File: config.mk
export PLATFORM = sky130hd
export DESIGN_NAME = gain_channel_select_latch
export DESIGN_NICKNAME = d
export VERILOG_FILES = /design/src/rtl/gcs_pkg.sv /design/src/rtl/bbm_switch.sv /design/src/rtl/gain_channel_select_latch.sv
export SDC_FILE = /design/constraint.sdc
export NUM_CORES = 1
export LEC_CHECK = 0
export BUFFER_PORTS_ARGS = -buffer_cell sky130_fd_sc_hd__buf_2
export CAP_MARGIN = 20
export CORE_MARGIN = 2
export CORE_UTILIZATION = 40
export CTS_BUF_LIST = sky130_fd_sc_hd__clkbuf_16
export DETAILED_ROUTE_END_ITERATION = 7
export MAX_ROUTING_LAYER = met4
export PLACE_DENSITY_LB_ADDON = 0.1
export SYNTH_ARGS = -nofsm -noshare
export SYNTH_HDL_FRONTEND = slang
export SYNTH_SLANG_ARGS = --single-unit
File: constraint.sdc
create_clock -name mclk_i -period 2.5 [get_ports mclk_i]
set_input_delay 0.25 -clock mclk_i [delete_from_list [all_inputs] [get_ports mclk_i]]
set_output_delay 0.25 -clock mclk_i [all_outputs]
set_load 0.05 [all_outputs]
File: src/rtl/gcs_pkg.sv
// Purpose: Shared constants for the gain and channel select latch.
// Assumes: AXI4-Lite with 32-bit data and an 8-bit byte address.
// Notes: Select word layout is {gain[2:0], chan[2:0]}.
package gcs_pkg;
  localparam int unsigned ADDR_W = 8;
  localparam int unsigned DATA_W = 32;
  localparam int unsigned SEL_W = 6;
  localparam int unsigned CODE_W = 3;
  localparam int unsigned POSITIONS = 8;
  localparam int unsigned GAP_W = 8;

  // Register byte offsets
  localparam logic [7:0] OFF_CONFIG = 8'h00;
  localparam logic [7:0] OFF_SOFT_SEL = 8'h04;
  localparam logic [7:0] OFF_STATUS = 8'h08;

  // Field positions
  localparam int unsigned SEL_CHAN_LSB = 0;
  localparam int unsigned SEL_GAIN_LSB = 3;
  localparam int unsigned ST_GAIN_BUSY = 8;
  localparam int unsigned ST_CHAN_BUSY = 9;
  localparam int unsigned ST_GAIN_SW_LSB = 16;
  localparam int unsigned ST_CHAN_SW_LSB = 24;

  // Values after reset
  localparam logic [5:0] SEL_RESET = 6'h00;
  localparam logic [7:0] GAP_RESET = 8'h02;
  localparam logic [2:0] CODE_RESET = 3'h0;

  localparam logic [1:0] RESP_OKAY = 2'h0;
  localparam logic [1:0] RESP_SLVERR = 2'h2;
endpackage

File: src/rtl/bbm_switch.sv
// Purpose: One-hot analog switch driver with break-before-make.
// Assumes: code_i is stable for at least one cycle per change.
// Notes: All positions open for max(gap_i,1) cycles on each change.
`timescale 1ns/1ps
`default_nettype none
module bbm_switch #(
  parameter int unsigned POSITIONS = 8,
  parameter int unsigned GAP_W = 8
) (
  input wire logic mclk_i, // System clock
  input wire logic rst_b_i, // Async reset, active low
  input wire logic [$clog2(POSITIONS)-1:0] code_i, // Requested position
  input wire logic [GAP_W-1:0] gap_i, // Open time in cycles
  output logic [POSITIONS-1:0] sw_o, // Switch closures, one-hot
  output logic busy_o // Break in progress
);
  localparam int unsigned CW = $clog2(POSITIONS);

  if (POSITIONS < 2 || (1 << CW) != POSITIONS) begin : g_bad_pos
    $error("bbm_switch: POSITIONS must be a power of two");
  end
  if (GAP_W < 1 || GAP_W > 16) begin : g_bad_gap
    $error("bbm_switch: GAP_W out of range");
  end

  typedef enum logic [0:0] {ST_CLOSED, ST_BREAK} bbm_state_t;

  bbm_state_t state_q;
  logic [CW-1:0] cur_q;
  logic [GAP_W-1:0] cnt_q;
  logic [POSITIONS-1:0] sw_q;
  logic [POSITIONS-1:0] onehot;

  always_comb begin
    onehot = '0;
    onehot[cur_q] = 1'b1; // Single closure from the code
  end

  always_ff @(posedge mclk_i or negedge rst_b_i) begin
    if (!rst_b_i) begin
      state_q <= ST_CLOSED;
      cur_q <= '0;
      cnt_q <= '0;
      sw_q <= {{(POSITIONS-1){1'b0}}, 1'b1};
    end else begin
      case (state_q)
        ST_CLOSED: begin
          if (code_i != cur_q) begin
            sw_q <= '0; // Open old position first
            cur_q <= code_i;
            cnt_q <= gap_i;
            state_q <= ST_BREAK;
          end
        end
        ST_BREAK: begin
          if (code_i != cur_q) begin
            // New request mid-break restarts the open interval
            cur_q <= code_i;
            cnt_q <= gap_i;
          end else if (cnt_q <= {{(GAP_W-1){1'b0}}, 1'b1}) begin
            sw_q <= onehot; // Close only after the gap
            state_q <= ST_CLOSED;
          end else begin
            cnt_q <= cnt_q - {{(GAP_W-1){1'b0}}, 1'b1};
          end
        end
        default: state_q <= ST_CLOSED;
      endcase
    end
  end

  assign sw_o = sw_q;
  assign busy_o = (state_q == ST_BREAK);
endmodule // bbm_switch
`default_nettype wire

File: src/rtl/gain_channel_select_latch.sv
// Purpose: Select latch for a programmable-gain multiplexed amplifier.
// Assumes: Select pins and select clock are synchronous to mclk_i.
// Notes: Software may also load the word and tune the break time.
// Function
// - Capture all six select pins on a select-clock rise with enable low.
// - Gain code n selects gain 2^n, from 1 up to 128.
// - Channel code k connects analog input channel k of eight.
// - One gain position closes at a time, the one the code selects.
// - Gain switch opens the old position before closing the new one.
// - Input mux disconnects the old channel before connecting the new.
// - Gain and channel fields are independent; all 64 pairs reachable.
//
// The implementer's own choices: the AXI4-Lite interface to the registers and the address map.
`timescale 1ns/1ps
`default_nettype none
module gain_channel_select_latch (
  input wire logic mclk_i, // System clock, 50 MHz
  input wire logic rst_b_i, // Async reset, active low
  input wire logic chan_sel_bit0_i, // Channel select bit 0
  input wire logic chan_sel_bit1_i, // Channel select bit 1
  input wire logic chan_sel_bit2_i, // Channel select bit 2
  input wire logic gain_sel_bit0_i, // Gain select bit 0
  input wire logic gain_sel_bit1_i, // Gain select bit 1
  input wire logic gain_sel_bit2_i, // Gain select bit 2
  input wire logic sel_clk_i, // Select latch clock from host
  input wire logic sel_en_b_i, // Latch enable, active low
  output logic [7:0] gain_sw_o, // Gain positions, bit n = gain 2^n
  output logic [7:0] chan_sw_o, // Channel switches, bit k = input k
  output logic [2:0] gain_code_o, // Latched gain code
  output logic [2:0] chan_code_o, // Latched channel code
  // AXI4-Lite slave
  input wire logic [7:0] s_axi_awaddr, // Write address
  input wire logic s_axi_awvalid, // Write address valid
  output logic s_axi_awready, // Write address ready
  input wire logic [31:0] s_axi_wdata, // Write data
  input wire logic [3:0] s_axi_wstrb, // Write byte strobes
  input wire logic s_axi_wvalid, // Write data valid
  output logic s_axi_wready, // Write data ready
  output logic [1:0] s_axi_bresp, // Write response
  output logic s_axi_bvalid, // Write response valid
  input wire logic s_axi_bready, // Write response ready
  input wire logic [7:0] s_axi_araddr, // Read address
  input wire logic s_axi_arvalid, // Read address valid
  output logic s_axi_arready, // Read address ready
  output logic [31:0] s_axi_rdata, // Read data
  output logic [1:0] s_axi_rresp, // Read response
  output logic s_axi_rvalid, // Read data valid
  input wire logic s_axi_rready // Read data ready
);
  localparam int unsigned CW = gcs_pkg::CODE_W;
  localparam int unsigned GW = gcs_pkg::GAP_W;

  // Select pin capture
  logic sel_clk_q;
  logic [5:0] sel_q;
  logic [5:0] pin_word;
  logic pin_load;

  // Registers
  logic [GW-1:0] gap_q;
  logic soft_load;
  logic [5:0] soft_word;

  // Bus state
  logic aw_hold_q;
  logic w_hold_q;
  logic [7:0] aw_addr_q;
  logic [31:0] w_data_q;
  logic [3:0] w_strb_q;
  logic bvalid_q;
  logic [1:0] bresp_q;
  logic rvalid_q;
  logic [31:0] rdata_q;
  logic [1:0] rresp_q;
  logic wr_fire;
  logic wr_config;
  logic wr_soft;
  logic gain_busy;
  logic chan_busy;
  logic [31:0] status_word;

  // Pins gathered into one word; fields kept apart
  assign pin_word = {gain_sel_bit2_i, gain_sel_bit1_i, gain_sel_bit0_i,
                     chan_sel_bit2_i, chan_sel_bit1_i, chan_sel_bit0_i};

  // Rise of the select clock with enable low at that edge
  assign pin_load = sel_clk_i && !sel_clk_q && !sel_en_b_i;

  always_ff @(posedge mclk_i or negedge rst_b_i) begin
    if (!rst_b_i) begin
      sel_clk_q <= 1'b0;
    end else begin
      sel_clk_q <= sel_clk_i;
    end
  end

  // Pin capture wins over a software load in the same cycle
  always_ff @(posedge mclk_i or negedge rst_b_i) begin
    if (!rst_b_i) begin
      sel_q <= gcs_pkg::SEL_RESET;
    end else if (pin_load) begin
      sel_q <= pin_word;
    end else if (soft_load) begin
      sel_q <= soft_word;
    end
    // Otherwise hold, including rises with enable high
  end

  assign gain_code_o = sel_q[gcs_pkg::SEL_GAIN_LSB +: CW];
  assign chan_code_o = sel_q[gcs_pkg::SEL_CHAN_LSB +: CW];

  // Gain position n closes the 2^n feedback tap
  bbm_switch #(
    .POSITIONS(gcs_pkg::POSITIONS),
    .GAP_W(GW)
  ) u_gain_sw (
    .mclk_i(mclk_i),
    .rst_b_i(rst_b_i),
    .code_i(sel_q[gcs_pkg::SEL_GAIN_LSB +: CW]),
    .gap_i(gap_q),
    .sw_o(gain_sw_o),
    .busy_o(gain_busy)
  );

  // Channel k routes analog input k to the amplifier
  bbm_switch #(
    .POSITIONS(gcs_pkg::POSITIONS),
    .GAP_W(GW)
  ) u_chan_sw (
    .mclk_i(mclk_i),
    .rst_b_i(rst_b_i),
    .code_i(sel_q[gcs_pkg::SEL_CHAN_LSB +: CW]),
    .gap_i(gap_q),
    .sw_o(chan_sw_o),
    .busy_o(chan_busy)
  );

  // Write channel: address and data taken in either order
  assign s_axi_awready = !aw_hold_q && !bvalid_q;
  assign s_axi_wready = !w_hold_q && !bvalid_q;
  assign wr_fire = aw_hold_q && w_hold_q && !bvalid_q;
  assign wr_config = wr_fire && (aw_addr_q[7:2] == gcs_pkg::OFF_CONFIG[7:2]);
  assign wr_soft = wr_fire && (aw_addr_q[7:2] == gcs_pkg::OFF_SOFT_SEL[7:2]);
  assign soft_load = wr_soft && w_strb_q[0];
  assign soft_word = w_data_q[5:0];

  always_ff @(posedge mclk_i or negedge rst_b_i) begin
    if (!rst_b_i) begin
      aw_hold_q <= 1'b0;
      aw_addr_q <= 8'h00;
    end else if (s_axi_awvalid && s_axi_awready) begin
      aw_hold_q <= 1'b1;
      aw_addr_q <= s_axi_awaddr;
    end else if (wr_fire) begin
      aw_hold_q <= 1'b0;
    end
  end

  always_ff @(posedge mclk_i or negedge rst_b_i) begin
    if (!rst_b_i) begin
      w_hold_q <= 1'b0;
      w_data_q <= 32'h0000_0000;
      w_strb_q <= 4'h0;
    end else if (s_axi_wvalid && s_axi_wready) begin
      w_hold_q <= 1'b1;
      w_data_q <= s_axi_wdata;
      w_strb_q <= s_axi_wstrb;
    end else if (wr_fire) begin
      w_hold_q <= 1'b0;
    end
  end

  always_ff @(posedge mclk_i or negedge rst_b_i) begin
    if (!rst_b_i) begin
      bvalid_q <= 1'b0;
      bresp_q <= gcs_pkg::RESP_OKAY;
    end else if (wr_fire) begin
      bvalid_q <= 1'b1;
      if (wr_config || wr_soft) begin
        bresp_q <= gcs_pkg::RESP_OKAY;
      end else begin
        bresp_q <= gcs_pkg::RESP_SLVERR;
      end
    end else if (s_axi_bready) begin
      bvalid_q <= 1'b0;
    end
  end

  // Break time steers both switch drivers
  always_ff @(posedge mclk_i or negedge rst_b_i) begin
    if (!rst_b_i) begin
      gap_q <= gcs_pkg::GAP_RESET;
    end else if (wr_config && w_strb_q[0]) begin
      gap_q <= w_data_q[GW-1:0];
    end
  end

  assign s_axi_bvalid = bvalid_q;
  assign s_axi_bresp = bresp_q;

  // Read channel
  always_comb begin
    status_word = 32'h0000_0000;
    status_word[5:0] = sel_q;
    status_word[gcs_pkg::ST_GAIN_BUSY] = gain_busy;
    status_word[gcs_pkg::ST_CHAN_BUSY] = chan_busy;
    status_word[gcs_pkg::ST_GAIN_SW_LSB +: 8] = gain_sw_o;
    status_word[gcs_pkg::ST_CHAN_SW_LSB +: 8] = chan_sw_o;
  end

  assign s_axi_arready = !rvalid_q;

  always_ff @(posedge mclk_i or negedge rst_b_i) begin
    if (!rst_b_i) begin
      rvalid_q <= 1'b0;
      rdata_q <= 32'h0000_0000;
      rresp_q <= gcs_pkg::RESP_OKAY;
    end else if (s_axi_arvalid && s_axi_arready) begin
      rvalid_q <= 1'b1;
      rresp_q <= gcs_pkg::RESP_OKAY;
      if (s_axi_araddr[7:2] == gcs_pkg::OFF_CONFIG[7:2]) begin
        rdata_q <= {{(32-GW){1'b0}}, gap_q};
      end else if (s_axi_araddr[7:2] == gcs_pkg::OFF_SOFT_SEL[7:2]) begin
        rdata_q <= {26'h000_0000, sel_q};
      end else if (s_axi_araddr[7:2] == gcs_pkg::OFF_STATUS[7:2]) begin
        rdata_q <= status_word;
      end else begin
        rdata_q <= 32'h0000_0000;
        rresp_q <= gcs_pkg::RESP_SLVERR;
      end
    end else if (s_axi_rready) begin
      rvalid_q <= 1'b0;
    end
  end

  assign s_axi_rvalid = rvalid_q;
  assign s_axi_rdata = rdata_q;
  assign s_axi_rresp = rresp_q;
endmodule // gain_channel_select_latch
`default_nettype wire

==> results.tsv <==
metric	value	unit
quantity of I/O buffers inserted on ports	90	
Post-Synth Adder-Cell Area	1.09	%
pin count of the biggest net entering global routing	53	
WP buf/inv	0	
CP Launch Type	flip-flop	
total inserted antenna cells	0	
CP Capture Type	flip-flop	
GRT overflow	0	
DPL Wire Length	7.36	mm
worst setup path class	flip-flop to flip-flop	
Sink Count	102	
CTS max path bufs	2	
Fin Setup TNS	0	ns
Combinational Power Share	43.1	%
fmax	490	MHz
count of pins over their slew limit	0	
Maximum Capacitance Violations	0	
worst path cell trace	or4_1 > nor2_2 > and4b_1 > mux2_2	
critical path required time	2.73	ns
CP max-delay cell	or4_1	
Synth Flop Type	dfrtp_1	
cells after synthesis	390	
Worst Tran Pin Value	0.702	ns
filler cell count	1059	
Post-CTS Resized	0	
vias in the first global route	3186	
mux cell area share after synthesis	9.66	%
antenna violations before repair	0	
Die X	111	um
CTS tree	done	
post-synthesis xor/xnor area fraction	1.71	%
Tot GR Track Use	17.4	%
Sw Pwr	0.00304	W
Clock power frac	17.9	%
Slew Limit Headroom	53.0	%
hold_buf cts	1	
crit path to	gap_q[6]	
CP Depth	4	
RePlAce Congestion	0.808	
worst slack, placed	0.473	ns
most frequent cells in the layout	dfrtp_1 (99), buf_2 (89), nor2_1 (34), mux2_2 (34), nand2_1 (21)	
CTS H-tree lvls	3	
multi-input logic area	1900	sq um
Routed WL	10.2	mm
sequential cell area	2560	sq um
clock latency on the worst-skew pair	0.34	ns
Switching Fraction	43.3	%
post-synth cell types	59	
flop and latch count out of synthesis	102	
RSZ-0062 raised after global routing	false	
cell area after synthesis	4610	sq um
outcome	complete, no violations	
clock root buffer	clkbuf_16	
Initial Utilization	40.7	%
main combinational cell family by area after synthesis	compound AO/OA/AOI/OAI gates	
Layout Nets	550	
first-pass GRT wire length	16.5	mm
Crit Path Max Fanout	8	
via count	3297	
crit path time final	2.04	ns
drt wl/cell	16.2	um
die area	12400	sq um
r2r worst-path depth	4	
Seq pwr share	39.0	%
critical path's largest stage delay	0.55	ns
CP top delay family	simple AND/OR/NAND/NOR gates	
Post-synth EDFFs	0	
Syn Area/Cell	11.8	sq um
Synth Area in Compound Gates	15.6	%
I/O pin cnt	130	
Worst Hold Class	primary input to flip-flop	
post-synthesis sequential area ratio	55.4	%
worst vdd ir	0.639	mV
Critical Path Start	aw_addr_q[5]	
final routed DRC violation total	0	
via/cell ratio	5.26	
Final ANT Viol Nets	0	
Syn-to-layout area delta	18.4	%
Power Density	1290	nW/um^2
Clock Skew	0.00614	ns
final worst path period share	81.6	%
commonest non-fill, non-tap cell in the layout	dfrtp_1	
Cell Int Power	0.00398	W
Leak	2.59	nW
Hold Slack	0.0242	ns
setup slack after layout	0.459	ns
core outline area	11300	sq um
setup violators final	0	
DR pass1 iterations	4	
clock-pin slew on the worst setup and hold paths	0.07	ns
post-CTS setup buffers	0	
Die Y	111	um
row count	39	
reg2reg setup slack	0.46	ns
simple logic cell fraction of the synthesized area	12.5	%
Hold Vio Cnt, Final	0	
fraction of layout cells with a size suffix above 1	33.7	%
r2r startpoint	aw_addr_q[5]	
Synth warnings	0	
Async S/R FF share, synth	100	%
reg-to-reg endpoint	gap_q[6]	
arrival time of data at the critical path endpoint	2.27	ns
Starting DRT DRC Count	136	
clock buffer count from CTS	9	
==> kinds of logic after synthesis <==
kind of cell             Yosys count
AO/OA/AOI/OAI                     93
XOR/XNOR                           9
adder cells (fa/ha/maj)            4
buffers and inverters             35
flip-flops                       102
multiplexers                      40
other                              1
AND/OR/NAND/NOR                  106
==> sequential cells by signal (all words and copies together), names as in the netlist, 3 cells and up <==
register / count
s_axi_rdata: 26
u_chan_sw.sw_o: 8
aw_addr_q: 6
w_data_q: 8
u_gain_sw.sw_o: 8
u_gain_sw.cur_q: 3
sel_q: 6
u_gain_sw.cnt_q: 8
u_chan_sw.cnt_q: 8
u_chan_sw.cur_q: 3
gap_q: 8
==> metal layers <==
| layer | vias up | wire (um) | GRT usage [%] |
|---|---|---|---|
| li1 | 1590 | - | - |
| met1 | 1596 | 4780 | 23.4 |
| met2 | 100 | 4650 | 26.1 |
| met3 | 11 | 566 | 5.23 |
| met4 | 0 | 149 | 4.12 |
| met5 | - | 0 | - |
==> how the worst min path moves through the flow <==
| stage | cells past startpoint | slack [ns] | startpoint | to |
|---|---|---|---|---|
| finish | 1 | 0.02 | sel_clk_i | sel_clk_q |
| global route | 1 | 0.009 | sel_clk_i | sel_clk_q |
| CTS | 1 | 0.01 | sel_clk_i | sel_clk_q |
| detailed placement | 1 | 0.18 | rst_b_i | s_axi_rdata[16] |
| global placement | 1 | 0.18 | rst_b_i | s_axi_rdata[20] |
| floorplan | 0 | -0.05 | rst_b_i | aw_addr_q[2] |
==> cell usage after synthesis, types with 7 or more instances <==
| cell | n | area share (%) |
|---|---|---|
| nor2_1 | 34 | 2.8 |
| buf_4 | 10 | 1.6 |
| inv_1 | 7 | 0.57 |
| o21ai_0 | 8 | 0.87 |
| mux2_2 | 34 | 8.3 |
| clkbuf_1 | 13 | 1.1 |
| nand2_1 | 21 | 1.7 |
| a21oi_1 | 16 | 1.7 |
| dfrtp_1 | 99 | 54 |
| a22o_1 | 18 | 3.4 |
| o2bb2ai_1 | 16 | 3.0 |
| xnor2_1 | 9 | 1.7 |
| a32oi_1 | 8 | 1.5 |
==> stage by stage <==
stage | utilization [%] | cells | total power, W | instance area (sq um)
after floorplan | - | 397 | 0.00504 | 4640
after global placement | 45.8 | 610 | 0.00575 | 5190
after detailed placement | 45.8 | 610 | 0.00582 | 5190
after CTS | 48.2 | 627 | 0.00711 | 5460
after global routing | 48.2 | 627 | 0.00750 | 5460
final | 48.2 | 627 | 0.00702 | 5460
==> cell type report <==
class / instances / area share [%]
Clock buffer: 9 / 4.12
Clock inverter: 7 / 0.733
Inverter: 8 / 0.550
Multi-Input combinational cell: 260 / 34.8
Sequential cell: 102 / 46.8
Tap cell: 143 / 3.28
Timing Repair Buffer: 98 / 9.67
==> power groups by stage <==
stage               clock network [W]  logic (W)  registers [W]
floorplan                           0    0.00185        0.00319
global placement                    0    0.00298        0.00277
detailed placement                  0    0.00304        0.00278
CTS                           0.00130    0.00305        0.00275
global route                  0.00138    0.00329        0.00283
finish                        0.00126    0.00302        0.00274
No activity file was read; power rests on OpenSTA's default activity.
